--- src/hpp_pkg.sv ---
// hpp_pkg: constants for the parallel host port block
// assumes an apb slave at 10 MHz and pins sampled on core_clk
package hpp_pkg;
    // ****************************************************************
    // apb register byte offsets
    // ****************************************************************
    localparam logic [7:0] OFF_CTRL = 8'h00;   // port control, 16 bits
    localparam logic [7:0] OFF_DDIR = 8'h04;   // gpio direction
    localparam logic [7:0] OFF_GOUT = 8'h08;   // gpio output data
    localparam logic [7:0] OFF_GIN = 8'h0C;    // gpio pin levels
    localparam logic [7:0] OFF_CRX = 8'h10;    // core-side receive word
    localparam logic [7:0] OFF_CTX = 8'h14;    // core-side transmit word
    localparam logic [7:0] OFF_STAT = 8'h18;   // flags
    localparam logic [7:0] OFF_VEC = 8'h1C;    // host vector / command
    // ****************************************************************
    // port control fields
    // ****************************************************************
    localparam int CB_HOSTEN = 0;      // host function, else gpio
    localparam int CB_MUX = 1;         // multiplexed bus
    localparam int CB_DBLSTB = 2;      // double data strobe
    localparam int CB_DBLREQ = 3;      // double request
    localparam int CB_ASPOL = 4;       // address strobe active high
    localparam int CB_CSPOL = 5;       // chip select active high
    localparam int CB_DSPOL = 6;       // data/read strobe active high
    localparam int CB_WRPOL = 7;       // write strobe active high
    localparam int CB_REQPOL = 8;      // request outputs active high
    localparam int CB_REQOD = 9;       // request outputs open drain
    localparam logic [15:0] CTRL_RST = 16'h0000;
    // ****************************************************************
    // host-side register index (low three address bits)
    // ****************************************************************
    localparam logic [2:0] HA_VEC = 3'h1;
    localparam logic [2:0] HA_STAT = 3'h2;
    localparam logic [2:0] HA_HIGH = 3'h5;
    localparam logic [2:0] HA_MID = 3'h6;
    localparam logic [2:0] HA_LOW = 3'h7;
    localparam int BYTE_W = 8;
    localparam int WORD_W = 24;
endpackage : hpp_pkg

--- src/hpp_pin_cell.sv ---
// hpp_pin_cell: one group of shared pins, host or gpio use
// assumes the caller chooses the function per cell
`timescale 1ns/1ps
module hpp_pin_cell #(
    parameter int W = 8
) (
    input wire logic core_clk,
    input wire logic reset,
    input wire logic hostFn,
    input wire logic [W-1:0] hostOut,
    input wire logic hostOe,
    input wire logic [W-1:0] gpioDir,
    input wire logic [W-1:0] gpioOut,
    input wire logic [W-1:0] padIn,
    output logic [W-1:0] padOut,
    output logic [W-1:0] padOe,
    output logic [W-1:0] padSample
);
    // registered pin drive, host function or gpio for the whole cell
    always_ff @(posedge core_clk) begin
        if (reset) begin
            padOut <= '0;
            padOe <= '0;
            padSample <= '0;
        end else begin
            padOut <= hostFn ? hostOut : gpioOut;
            padOe <= hostFn ? {W{hostOe}} : gpioDir;
            padSample <= padIn;
        end
    end
endmodule : hpp_pin_cell

--- src/hpp_host_port.sv ---
// hpp_host_port: byte-wide host port with apb port control
// assumes host pins synchronous to core_clk, single clock domain
//
// Our own choices: the APB register port and the address map.
`timescale 1ns/1ps
module hpp_host_port (
    input wire logic core_clk,
    input wire logic reset,
    input wire logic psel,
    input wire logic penable,
    input wire logic pwrite,
    input wire logic [7:0] paddr,
    input wire logic [31:0] pwdata,
    output logic [31:0] prdata,
    output logic pready,
    output logic pslverr,
    input wire logic [7:0] hostDataIn,
    output logic [7:0] hostDataOut,
    output logic [7:0] hostDataOe,
    input wire logic [2:0] hostAddrIn,
    input wire logic hostAddressStrobe,
    input wire logic hostChipSelect,
    input wire logic hostReadWriteSelect,
    input wire logic hostDataStrobe,
    output logic [2:0] ctlPinOut,
    output logic [2:0] ctlPinOe,
    output logic hostRequestOut,
    output logic hostRequestOe,
    output logic hostRxRequestOut,
    output logic hostRxRequestOe,
    output logic [7:0] hostVectorReg,
    output logic coreRxValid
);
    // ****************************************************************
    // apb register file
    // ****************************************************************
    logic [15:0] ctrl_q;
    logic [15:0] ddir_q;
    logic [15:0] gout_q;
    logic [23:0] crx_q;     // core-side receive register
    logic [23:0] txw_q;     // core to host word (rx bytes)
    logic rxFull_q;         // host rx byte registers full
    logic txEmpty_q;        // host tx byte registers empty
    logic [23:0] htx_q;     // host written tx bytes
    logic [7:0] vec_q;
    logic cmd_q;            // host command bit
    logic [15:0] padSample;
    logic [7:0] hSample;
    logic apbWr;
    logic apbRd;
    logic hostFn;
    logic mux;
    logic dbl;
    assign apbWr = psel && penable && pwrite;
    assign apbRd = psel && penable && !pwrite;
    assign pready = 1'b1;
    assign hostFn = ctrl_q[hpp_pkg::CB_HOSTEN];
    assign mux = ctrl_q[hpp_pkg::CB_MUX];
    assign dbl = ctrl_q[hpp_pkg::CB_DBLSTB];
    assign hostVectorReg = vec_q;

    // address decode helper
    function automatic logic known(input logic [7:0] a);
        known = (a <= hpp_pkg::OFF_VEC) && (a[1:0] == 2'b00);
    endfunction : known

    // polarity helper: level to active given high-active select
    function automatic logic act(input logic lvl, input logic hi);
        act = hi ? lvl : !lvl;
    endfunction : act

    // ****************************************************************
    // host strobe decode
    // ****************************************************************
    logic asAct;
    logic csAct;
    logic rdAct;
    logic wrAct;
    logic dsPrev_q;
    logic [10:0] hAddr;
    logic [7:0] latLow_q;   // muxed low address byte
    logic [2:0] latHigh_q;  // muxed upper address bits
    logic accRd;
    logic accWr;
    logic strobeOn;
    // address strobe and chip select with programmable sense
    assign asAct = act(hostAddressStrobe, ctrl_q[hpp_pkg::CB_ASPOL]);
    assign csAct = act(hostChipSelect, ctrl_q[hpp_pkg::CB_CSPOL]);
    // strobe styles: single strobe with r/w, or separate rd and wr
    always_comb begin
        if (dbl) begin
            rdAct = act(hostReadWriteSelect, ctrl_q[hpp_pkg::CB_DSPOL]);
            wrAct = act(hostDataStrobe, ctrl_q[hpp_pkg::CB_WRPOL]);
            strobeOn = rdAct || wrAct;
        end else begin
            strobeOn = act(hostDataStrobe, ctrl_q[hpp_pkg::CB_DSPOL]);
            rdAct = strobeOn && hostReadWriteSelect;
            wrAct = strobeOn && !hostReadWriteSelect;
        end
    end
    // select gating and address source per bus mode
    assign accRd = hostFn && rdAct && (mux || csAct);
    assign accWr = hostFn && wrAct && (mux || csAct);
    assign hAddr = mux ? {latHigh_q, latLow_q}
                       : {8'h00, hostAddrIn};

    // muxed address latch samples every cycle while address strobe is active
    always_ff @(posedge core_clk) begin
        if (reset) begin
            latLow_q <= '0;
            latHigh_q <= '0;
        end else begin
            if (hostFn && mux && asAct) begin
                latLow_q <= hostDataIn;
                latHigh_q <= hostAddrIn;
            end
            // last sample while active is what stays held
        end
    end

    // write edge detect: a host write completes on strobe release
    logic wrPrev_q;
    logic [7:0] wrByte_q;
    logic wrDone;
    always_ff @(posedge core_clk) begin
        if (reset) begin
            wrPrev_q <= 1'b0;
            wrByte_q <= '0;
            dsPrev_q <= 1'b0;
        end else begin
            wrPrev_q <= accWr;
            dsPrev_q <= strobeOn;
            if (accWr) begin
                wrByte_q <= hostDataIn;
            end
        end
    end
    assign wrDone = wrPrev_q && !accWr;

    // ****************************************************************
    // host-visible byte registers and flags
    // ****************************************************************
    logic [7:0] rdByte;
    logic lowRead;
    assign lowRead = accRd && (hAddr[2:0] == hpp_pkg::HA_LOW);
    always_comb begin
        unique case (hAddr[2:0])
            hpp_pkg::HA_HIGH: rdByte = txw_q[23:16];
            hpp_pkg::HA_MID: rdByte = txw_q[15:8];
            hpp_pkg::HA_LOW: rdByte = txw_q[7:0];
            hpp_pkg::HA_STAT: rdByte = {6'h00, txEmpty_q, rxFull_q};
            hpp_pkg::HA_VEC: rdByte = vec_q;
            default: rdByte = 8'h00;
        endcase
    end

    // host write side: tx bytes, vector and command
    logic ctxWr;
    logic crxRd;
    logic vecWr;
    assign ctxWr = apbWr && paddr == hpp_pkg::OFF_CTX;
    assign crxRd = apbRd && paddr == hpp_pkg::OFF_CRX;
    assign vecWr = apbWr && paddr == hpp_pkg::OFF_VEC;
    logic hostLow;
    assign hostLow = wrDone && hAddr[2:0] == hpp_pkg::HA_LOW;
    always_ff @(posedge core_clk) begin
        if (reset) begin
            htx_q <= '0;
            vec_q <= '0;
            cmd_q <= 1'b0;
        end else begin
            if (wrDone) begin
                unique case (hAddr[2:0])
                    hpp_pkg::HA_HIGH: htx_q[23:16] <= wrByte_q;
                    hpp_pkg::HA_MID: htx_q[15:8] <= wrByte_q;
                    hpp_pkg::HA_LOW: htx_q[7:0] <= wrByte_q;
                    hpp_pkg::HA_VEC: begin
                        vec_q <= wrByte_q[6:0] == 7'h00 ? vec_q
                                 : {1'b0, wrByte_q[6:0]};
                        cmd_q <= wrByte_q[7];   // command request
                    end
                    default: ;
                endcase
            end
            // core clears command; a new host set wins
            if (vecWr && pwdata[0] && !(wrDone
                    && hAddr[2:0] == hpp_pkg::HA_VEC && wrByte_q[7])) begin
                cmd_q <= 1'b0;
            end
        end
    end

    // low byte write hands the word to the core side receive register
    always_ff @(posedge core_clk) begin
        if (reset) begin
            crx_q <= '0;
            txEmpty_q <= 1'b1;
            coreRxValid <= 1'b0;
        end else begin
            if (hostLow) begin
                crx_q <= {htx_q[23:8], wrByte_q};
                coreRxValid <= 1'b1;
            end else if (crxRd) begin
                coreRxValid <= 1'b0;
            end
            // empty again once the core has taken the word
            if (hostLow) begin
                txEmpty_q <= 1'b0;
            end else if (crxRd) begin
                txEmpty_q <= 1'b1;
            end
        end
    end

    // core loads a word for the host; host low-byte read empties it
    always_ff @(posedge core_clk) begin
        if (reset) begin
            txw_q <= '0;
            rxFull_q <= 1'b0;
        end else begin
            if (ctxWr) begin
                txw_q <= pwdata[23:0];
            end
            if (ctxWr) begin
                rxFull_q <= 1'b1;
            end else if (lowRead && !dsPrev_q) begin
                rxFull_q <= 1'b0;
            end
        end
    end

    // ****************************************************************
    // request outputs
    // ****************************************************************
    logic reqA;
    logic reqB;
    logic reqHi;
    logic reqOd;
    assign reqHi = ctrl_q[hpp_pkg::CB_REQPOL];
    assign reqOd = ctrl_q[hpp_pkg::CB_REQOD];
    assign reqA = ctrl_q[hpp_pkg::CB_DBLREQ] ? txEmpty_q
                                             : (txEmpty_q || rxFull_q);
    assign reqB = rxFull_q;
    // polarity then open-drain: drive only the low pin level
    always_comb begin
        hostRequestOut = reqHi ? reqA : !reqA;
        hostRequestOe = hostFn && (!reqOd || !hostRequestOut);
        hostRxRequestOut = reqHi ? reqB : !reqB;
        hostRxRequestOe = hostFn && ctrl_q[hpp_pkg::CB_DBLREQ]
                          && (!reqOd || !hostRxRequestOut);
    end

    // ****************************************************************
    // pins: shared data byte and three control pins
    // ****************************************************************
    hpp_pin_cell #(.W(8)) u_data (
        .core_clk(core_clk),
        .reset(reset),
        .hostFn(hostFn),
        .hostOut(rdByte),
        .hostOe(accRd),
        .gpioDir(ddir_q[7:0]),
        .gpioOut(gout_q[7:0]),
        .padIn(hostDataIn),
        .padOut(hostDataOut),
        .padOe(hostDataOe),
        .padSample(hSample)
    );
    // control pins are inputs in host mode, gpio otherwise
    hpp_pin_cell #(.W(3)) u_ctl (
        .core_clk(core_clk),
        .reset(reset),
        .hostFn(hostFn),
        .hostOut(3'h0),
        .hostOe(1'b0),
        .gpioDir(ddir_q[10:8]),
        .gpioOut(gout_q[10:8]),
        .padIn(hostAddrIn),
        .padOut(ctlPinOut),
        .padOe(ctlPinOe),
        .padSample(padSample[10:8])
    );
    assign padSample[7:0] = hSample;
    assign padSample[15:11] = '0;

    // ****************************************************************
    // apb writes and read mux
    // ****************************************************************
    always_ff @(posedge core_clk) begin
        if (reset) begin
            ctrl_q <= hpp_pkg::CTRL_RST;
            ddir_q <= '0;
            gout_q <= '0;
        end else if (apbWr) begin
            unique case (paddr)
                hpp_pkg::OFF_CTRL: ctrl_q <= pwdata[15:0];
                hpp_pkg::OFF_DDIR: ddir_q <= pwdata[15:0];
                hpp_pkg::OFF_GOUT: gout_q <= pwdata[15:0];
                default: ;
            endcase
        end
    end
    always_comb begin
        pslverr = psel && penable && !known(paddr);
        unique case (paddr)
            hpp_pkg::OFF_CTRL: prdata = {16'h0000, ctrl_q};
            hpp_pkg::OFF_DDIR: prdata = {16'h0000, ddir_q};
            hpp_pkg::OFF_GOUT: prdata = {16'h0000, gout_q};
            hpp_pkg::OFF_GIN: prdata = {16'h0000, padSample};
            hpp_pkg::OFF_CRX: prdata = {8'h00, crx_q};
            hpp_pkg::OFF_CTX: prdata = {8'h00, txw_q};
            hpp_pkg::OFF_STAT: prdata = {29'h0, coreRxValid, txEmpty_q,
                                         rxFull_q};
            hpp_pkg::OFF_VEC: prdata = {23'h0, cmd_q, vec_q};
            default: prdata = 32'h0000_0000;
        endcase
    end
endmodule : hpp_host_port

--- config.mk ---
export PLATFORM = sky130hd
export DESIGN_NAME = hpp_host_port
export DESIGN_NICKNAME = d
export VERILOG_FILES = /design/src/hpp_pkg.sv /design/src/hpp_pin_cell.sv /design/src/hpp_host_port.sv
export SDC_FILE = /design/constraint.sdc
export NUM_CORES = 1
export LEC_CHECK = 0
export BUFFER_PORTS_ARGS = -buffer_cell sky130_fd_sc_hd__buf_2
export CAP_MARGIN = 20
export CORE_AREA = 8 8 124 126
export DETAILED_ROUTE_END_ITERATION = 8
export DIE_AREA = 0 0 132 134
export GPL_TIMING_DRIVEN = 0
export PLACE_DENSITY = 0.78
export SETUP_SLACK_MARGIN = 0.15
export SLEW_MARGIN = 20
export SYNTH_ARGS = -nofsm -noshare
export SYNTH_HDL_FRONTEND = slang
export SYNTH_SLANG_ARGS = --single-unit
--- constraint.sdc ---
create_clock -name core_clk -period 4.4 [get_ports core_clk]
set_input_delay 0.22 -clock core_clk [delete_from_list [all_inputs] [get_ports core_clk]]
set_output_delay 0.22 -clock core_clk [all_outputs]
set_load 0.01 [all_outputs]
==> metrics list <==
- Of the synthesized area, sequential elements account for 45.8%.
- Cell mode on critical path: sky130_fd_sc_hd__buf_2
- Power density cells: 373 mW/mm^2
* H-Tree Depth: 4
* Inserted Diodes: 0
- Global routing consumed, over all layers together, 27.4% of the routing resources.
- Synth warn: 0
* WHS: 0.0241 ns
- The number of global-route vias before repair is 6590.
- Walking the worst path, the cells encountered are buf_2, nor3_1, clkbuf_1, nand2_1, o22ai_1, buf_2.
- After the last flow step, the layout net total stands at 1025.
* Final critical delay including setup and external delays: 2.61 ns
- Pin count of the biggest net entering global routing: 17
- The worst setup path is launched from a primary input.
- Detailed-route wire length: 24.3 mm
- Logic depth of the worst path, buffers included: 6
* Total number of vias: 6826
- Buffer count from post-CTS setup fixing: 0
- Counting tap cells, the placed design contains a total of 1126 instances.
- Half-perimeter wire length of the detailed placement result: 18.5 mm
- The slowest stage of the critical path is the sky130_fd_sc_hd__nor3_1 cell.
* Maximum fanout count along the critical path: 10
- In this run, post-CTS hold repair placed 0 buffers.
- Count of final hold-check violations: 0
- The max-slew violation count came to 0.
- Each instance of the synthesized netlist takes up on average 8.90 um^2.
- The post-route netlist has 20.8% of its cells at a drive strength greater than 1.
- Std-Cell Core Area: 0.0135 mm^2
- Crit Path Category: primary input to output port
- Post-synthesis sequential element count: 169
- Setup violations remaining at the end of the flow were counted as 0.
- The worst hold path was traced through 3 stages.
* Worst EP arrival: 2.39 ns
- Full die area: 0.0177 mm^2
* CP delay by family, top: simple AND/OR/NAND/NOR gates
- Top_reg_cell synth: sky130_fd_sc_hd__dfxtp_1
- Depth of the worst register-to-register path: 7
- Highest cell delay on the worst timing path: 0.65 ns
* Final period utilization: 59.4%
- For this run, the top clock speed supported by timing is 383 MHz.
- For this run the aggregate overflow at the end of global routing stands at 0.
* Outcome: finished, final reports clean
- First-pass GRT wire length: 37.5 mm
- For this run, the detailed router's first-pass iteration total came to 5.
- Cells after Synth: 830
- Initial antenna violation count: 0
- After clock tree synthesis, the clock-pin slew on the worst setup and hold paths is 0.06 ns.
- Placer's final routability congestion estimate: 0.983
- In the routed layout, each cell is associated on average with a via count of 5.89.
- Counting flops with an async set or reset pin after synthesis yields a share of 0%.
* Largest area contributor in the synthesized netlist: sky130_fd_sc_hd__dfxtp_1
- Top Ports: 129
- Clock sinks: 169
- In this run the worst hold path is classified as primary input to register.
- Number of CTS-inserted buffers: 17
- STA classifies the critical path endpoint as an output port.
* Quantity of gates resized following cts: 0
* Post-layout power: 0.00329 W
- CP Buf/Inv Count: 3
- Cell with the most instances after synthesis: sky130_fd_sc_hd__dfxtp_1
- MaxCap Viol Count: 0
* Transition at the pin with the smallest max-transition slack: 0.770 ns
- Static power due to leakage: 3.73 nW
- Once detail routing completed, the nets flagged for antenna violations numbered 0.
- Summing every instance area after synthesis gives 0.00739 mm^2.
- Row generation in the floorplan step produced 43 rows.
- Once the floorplan was initialized, standard cells occupied 54.7% of the core.
* Setup skew after layout: 0.00923 ns
* Number of DRC markers after the initial detailed-route iteration: 836
- # DRC: 0
- Required time of the critical path: 4.18 ns
* Layout overhead on the synthesized area: 19.3%
* Maximum root-to-sink buffer count: 2
- In this run, synthesis inferred 0 flip-flops with an integrated enable.
- TritonCTS clock tree: done
- Largest vdd supply drop: 0.000256 V
- The tree is rooted in a sky130_fd_sc_hd__clkbuf_16.
* RSZ-0062 raised after global routing: false
- Sorting the synthesized cells by how often they occur yields sky130_fd_sc_hd__dfxtp_1, sky130_fd_sc_hd__nand2_1, sky130_fd_sc_hd__a21oi_1.
- Cell types occupying the most area after synthesis: sky130_fd_sc_hd__dfxtp_1, sky130_fd_sc_hd__mux2i_1, sky130_fd_sc_hd__nand2_1
* Per-cell routed wire length: 21.0 um
* Horizontal die dimension: 132 um
- Count of input and output buffers: 108
- Area share of the largest cell type after synthesis: 45.8%
- Clock latency reported for the late side of the worst-skew pair: 0.43 ns
- Slew headroom: 47.2%
- Final Instance Count excl. Fillers: 1158
* Vertical extent of the die: 134 um
- Total Negative Setup Slacks: 0 ns
* Post-synth cell types: 54
[flip-flops by register name, indices dropped and copies added, names as in the netlist, 3 cells and up]
name	cells
gout_q	16
u_data.padOe	8
latLow_q	3
u_ctl.padSample	3
crx_q	24
u_ctl.padOut	3
htx_q	16
hostVectorReg	7
ctrl_q	16
u_data.padSample	8
txw_q	24
wrByte_q	8
u_ctl.padOe	3
u_data.padOut	8
ddir_q	16
[final cells by class]
| class | count | area (um^2) |
|---|---|---|
| Buffer | 68 | 350 |
| Clock buffer | 22 | 464 |
| Clock inverter | 10 | 166 |
| Fill cell | 1175 | 4690 |
| Inverter | 6 | 22.5 |
| Multi-Input combinational cell | 595 | 3660 |
| Sequential cell | 169 | 3380 |
| Tap cell | 180 | 225 |
| Timing Repair Buffer | 108 | 541 |
[layout by cell type (no fill, tap or decap), types with 5 or more instances in the layout]
master / Yosys / routed
sky130_fd_sc_hd__xnor2_1: 6 / 6
sky130_fd_sc_hd__clkbuf_16: 0 / 17
sky130_fd_sc_hd__a22oi_1: 31 / 31
sky130_fd_sc_hd__a21oi_1: 86 / 86
sky130_fd_sc_hd__o22ai_1: 7 / 7
sky130_fd_sc_hd__buf_4: 11 / 11
sky130_fd_sc_hd__nor3_1: 5 / 5
sky130_fd_sc_hd__mux2i_1: 61 / 61
sky130_fd_sc_hd__a22o_1: 22 / 22
sky130_fd_sc_hd__conb_1: 2 / 10
sky130_fd_sc_hd__nor2b_1: 14 / 14
sky130_fd_sc_hd__and2_1: 10 / 10
sky130_fd_sc_hd__clkbuf_1: 33 / 36
sky130_fd_sc_hd__buf_2: 19 / 127
sky130_fd_sc_hd__a21o_1: 10 / 10
sky130_fd_sc_hd__mux2_2: 9 / 9
sky130_fd_sc_hd__nor2_1: 73 / 73
sky130_fd_sc_hd__nand2_1: 150 / 150
sky130_fd_sc_hd__and3_1: 6 / 6
sky130_fd_sc_hd__o21ai_0: 23 / 23
sky130_fd_sc_hd__dfxtp_1: 169 / 169
sky130_fd_sc_hd__inv_1: 6 / 6
sky130_fd_sc_hd__mux4_2: 11 / 11
sky130_fd_sc_hd__nand3_1: 20 / 20
[routing by layer]
metal / wire [um] / track usage [%] / part of all wire (%)
met3: 2230 / 6.58 / 9.2
met2: 11300 / 44.1 / 47
met1: 9790 / 34.0 / 40
met5: 0 / 0 / 0
met4: 930 / 13.0 / 3.8
[tightest hold or removal path, delay by kind of cell]
| family | cells | cell delay [ns] |
|---|---|---|
| AND/OR/NAND/NOR | 1 | 0.04 |
| AO/OA/AOI/OAI | 1 | 0.05 |
| buffers and inverters | 1 | 0.09 |
[cell families (layout without fill, tap and decap cells)]
group	count (synthesis)	after routing	share of synthesized area, %
compound gates	202	202	17.8
xor+xnor	7	7	0.830
buf+inv	74	214	5.05
flops	169	169	45.8
mux	81	81	13.0
other cells	2	10	0.102
simple gates	295	295	17.4
[stage by stage]
stage                     setup WS (ns)  util [%]  area [um^2]
final                              1.79      65.3         8810
after global routing               1.68      65.3         8810
after CTS                          1.90      65.3         8810
after detailed placement           1.92      60.6         8180
after global placement             1.89      60.6         8180
after floorplan                    2.57         -         7420
[report_power, final]
| part | total (W) | switching, W | leakage (nW) | internal (W) |
|---|---|---|---|---|
| Combinational | 0.000160 | 0.000108 | 2.07 | 0.0000528 |
| Clock | 0.00159 | 0.000607 | 0.301 | 0.000983 |
| Sequential | 0.00154 | 0.00000323 | 1.36 | 0.00154 |
| Total | 0.00329 | 0.000718 | 3.73 | 0.00257 |
[final timing paths]
check	end	from	slack [ns]
worst max-delay path	prdata[10]	paddr[3]	1.79
worst min-delay path	txw_q[19]	pwdata[19]	0.02
worst max register to register	htx_q[12]	ctrl_q[1]	2.08
worst min register to register	gout_q[13]	gout_q[13]	0.45
No activity file was read; power rests on OpenSTA's default activity.
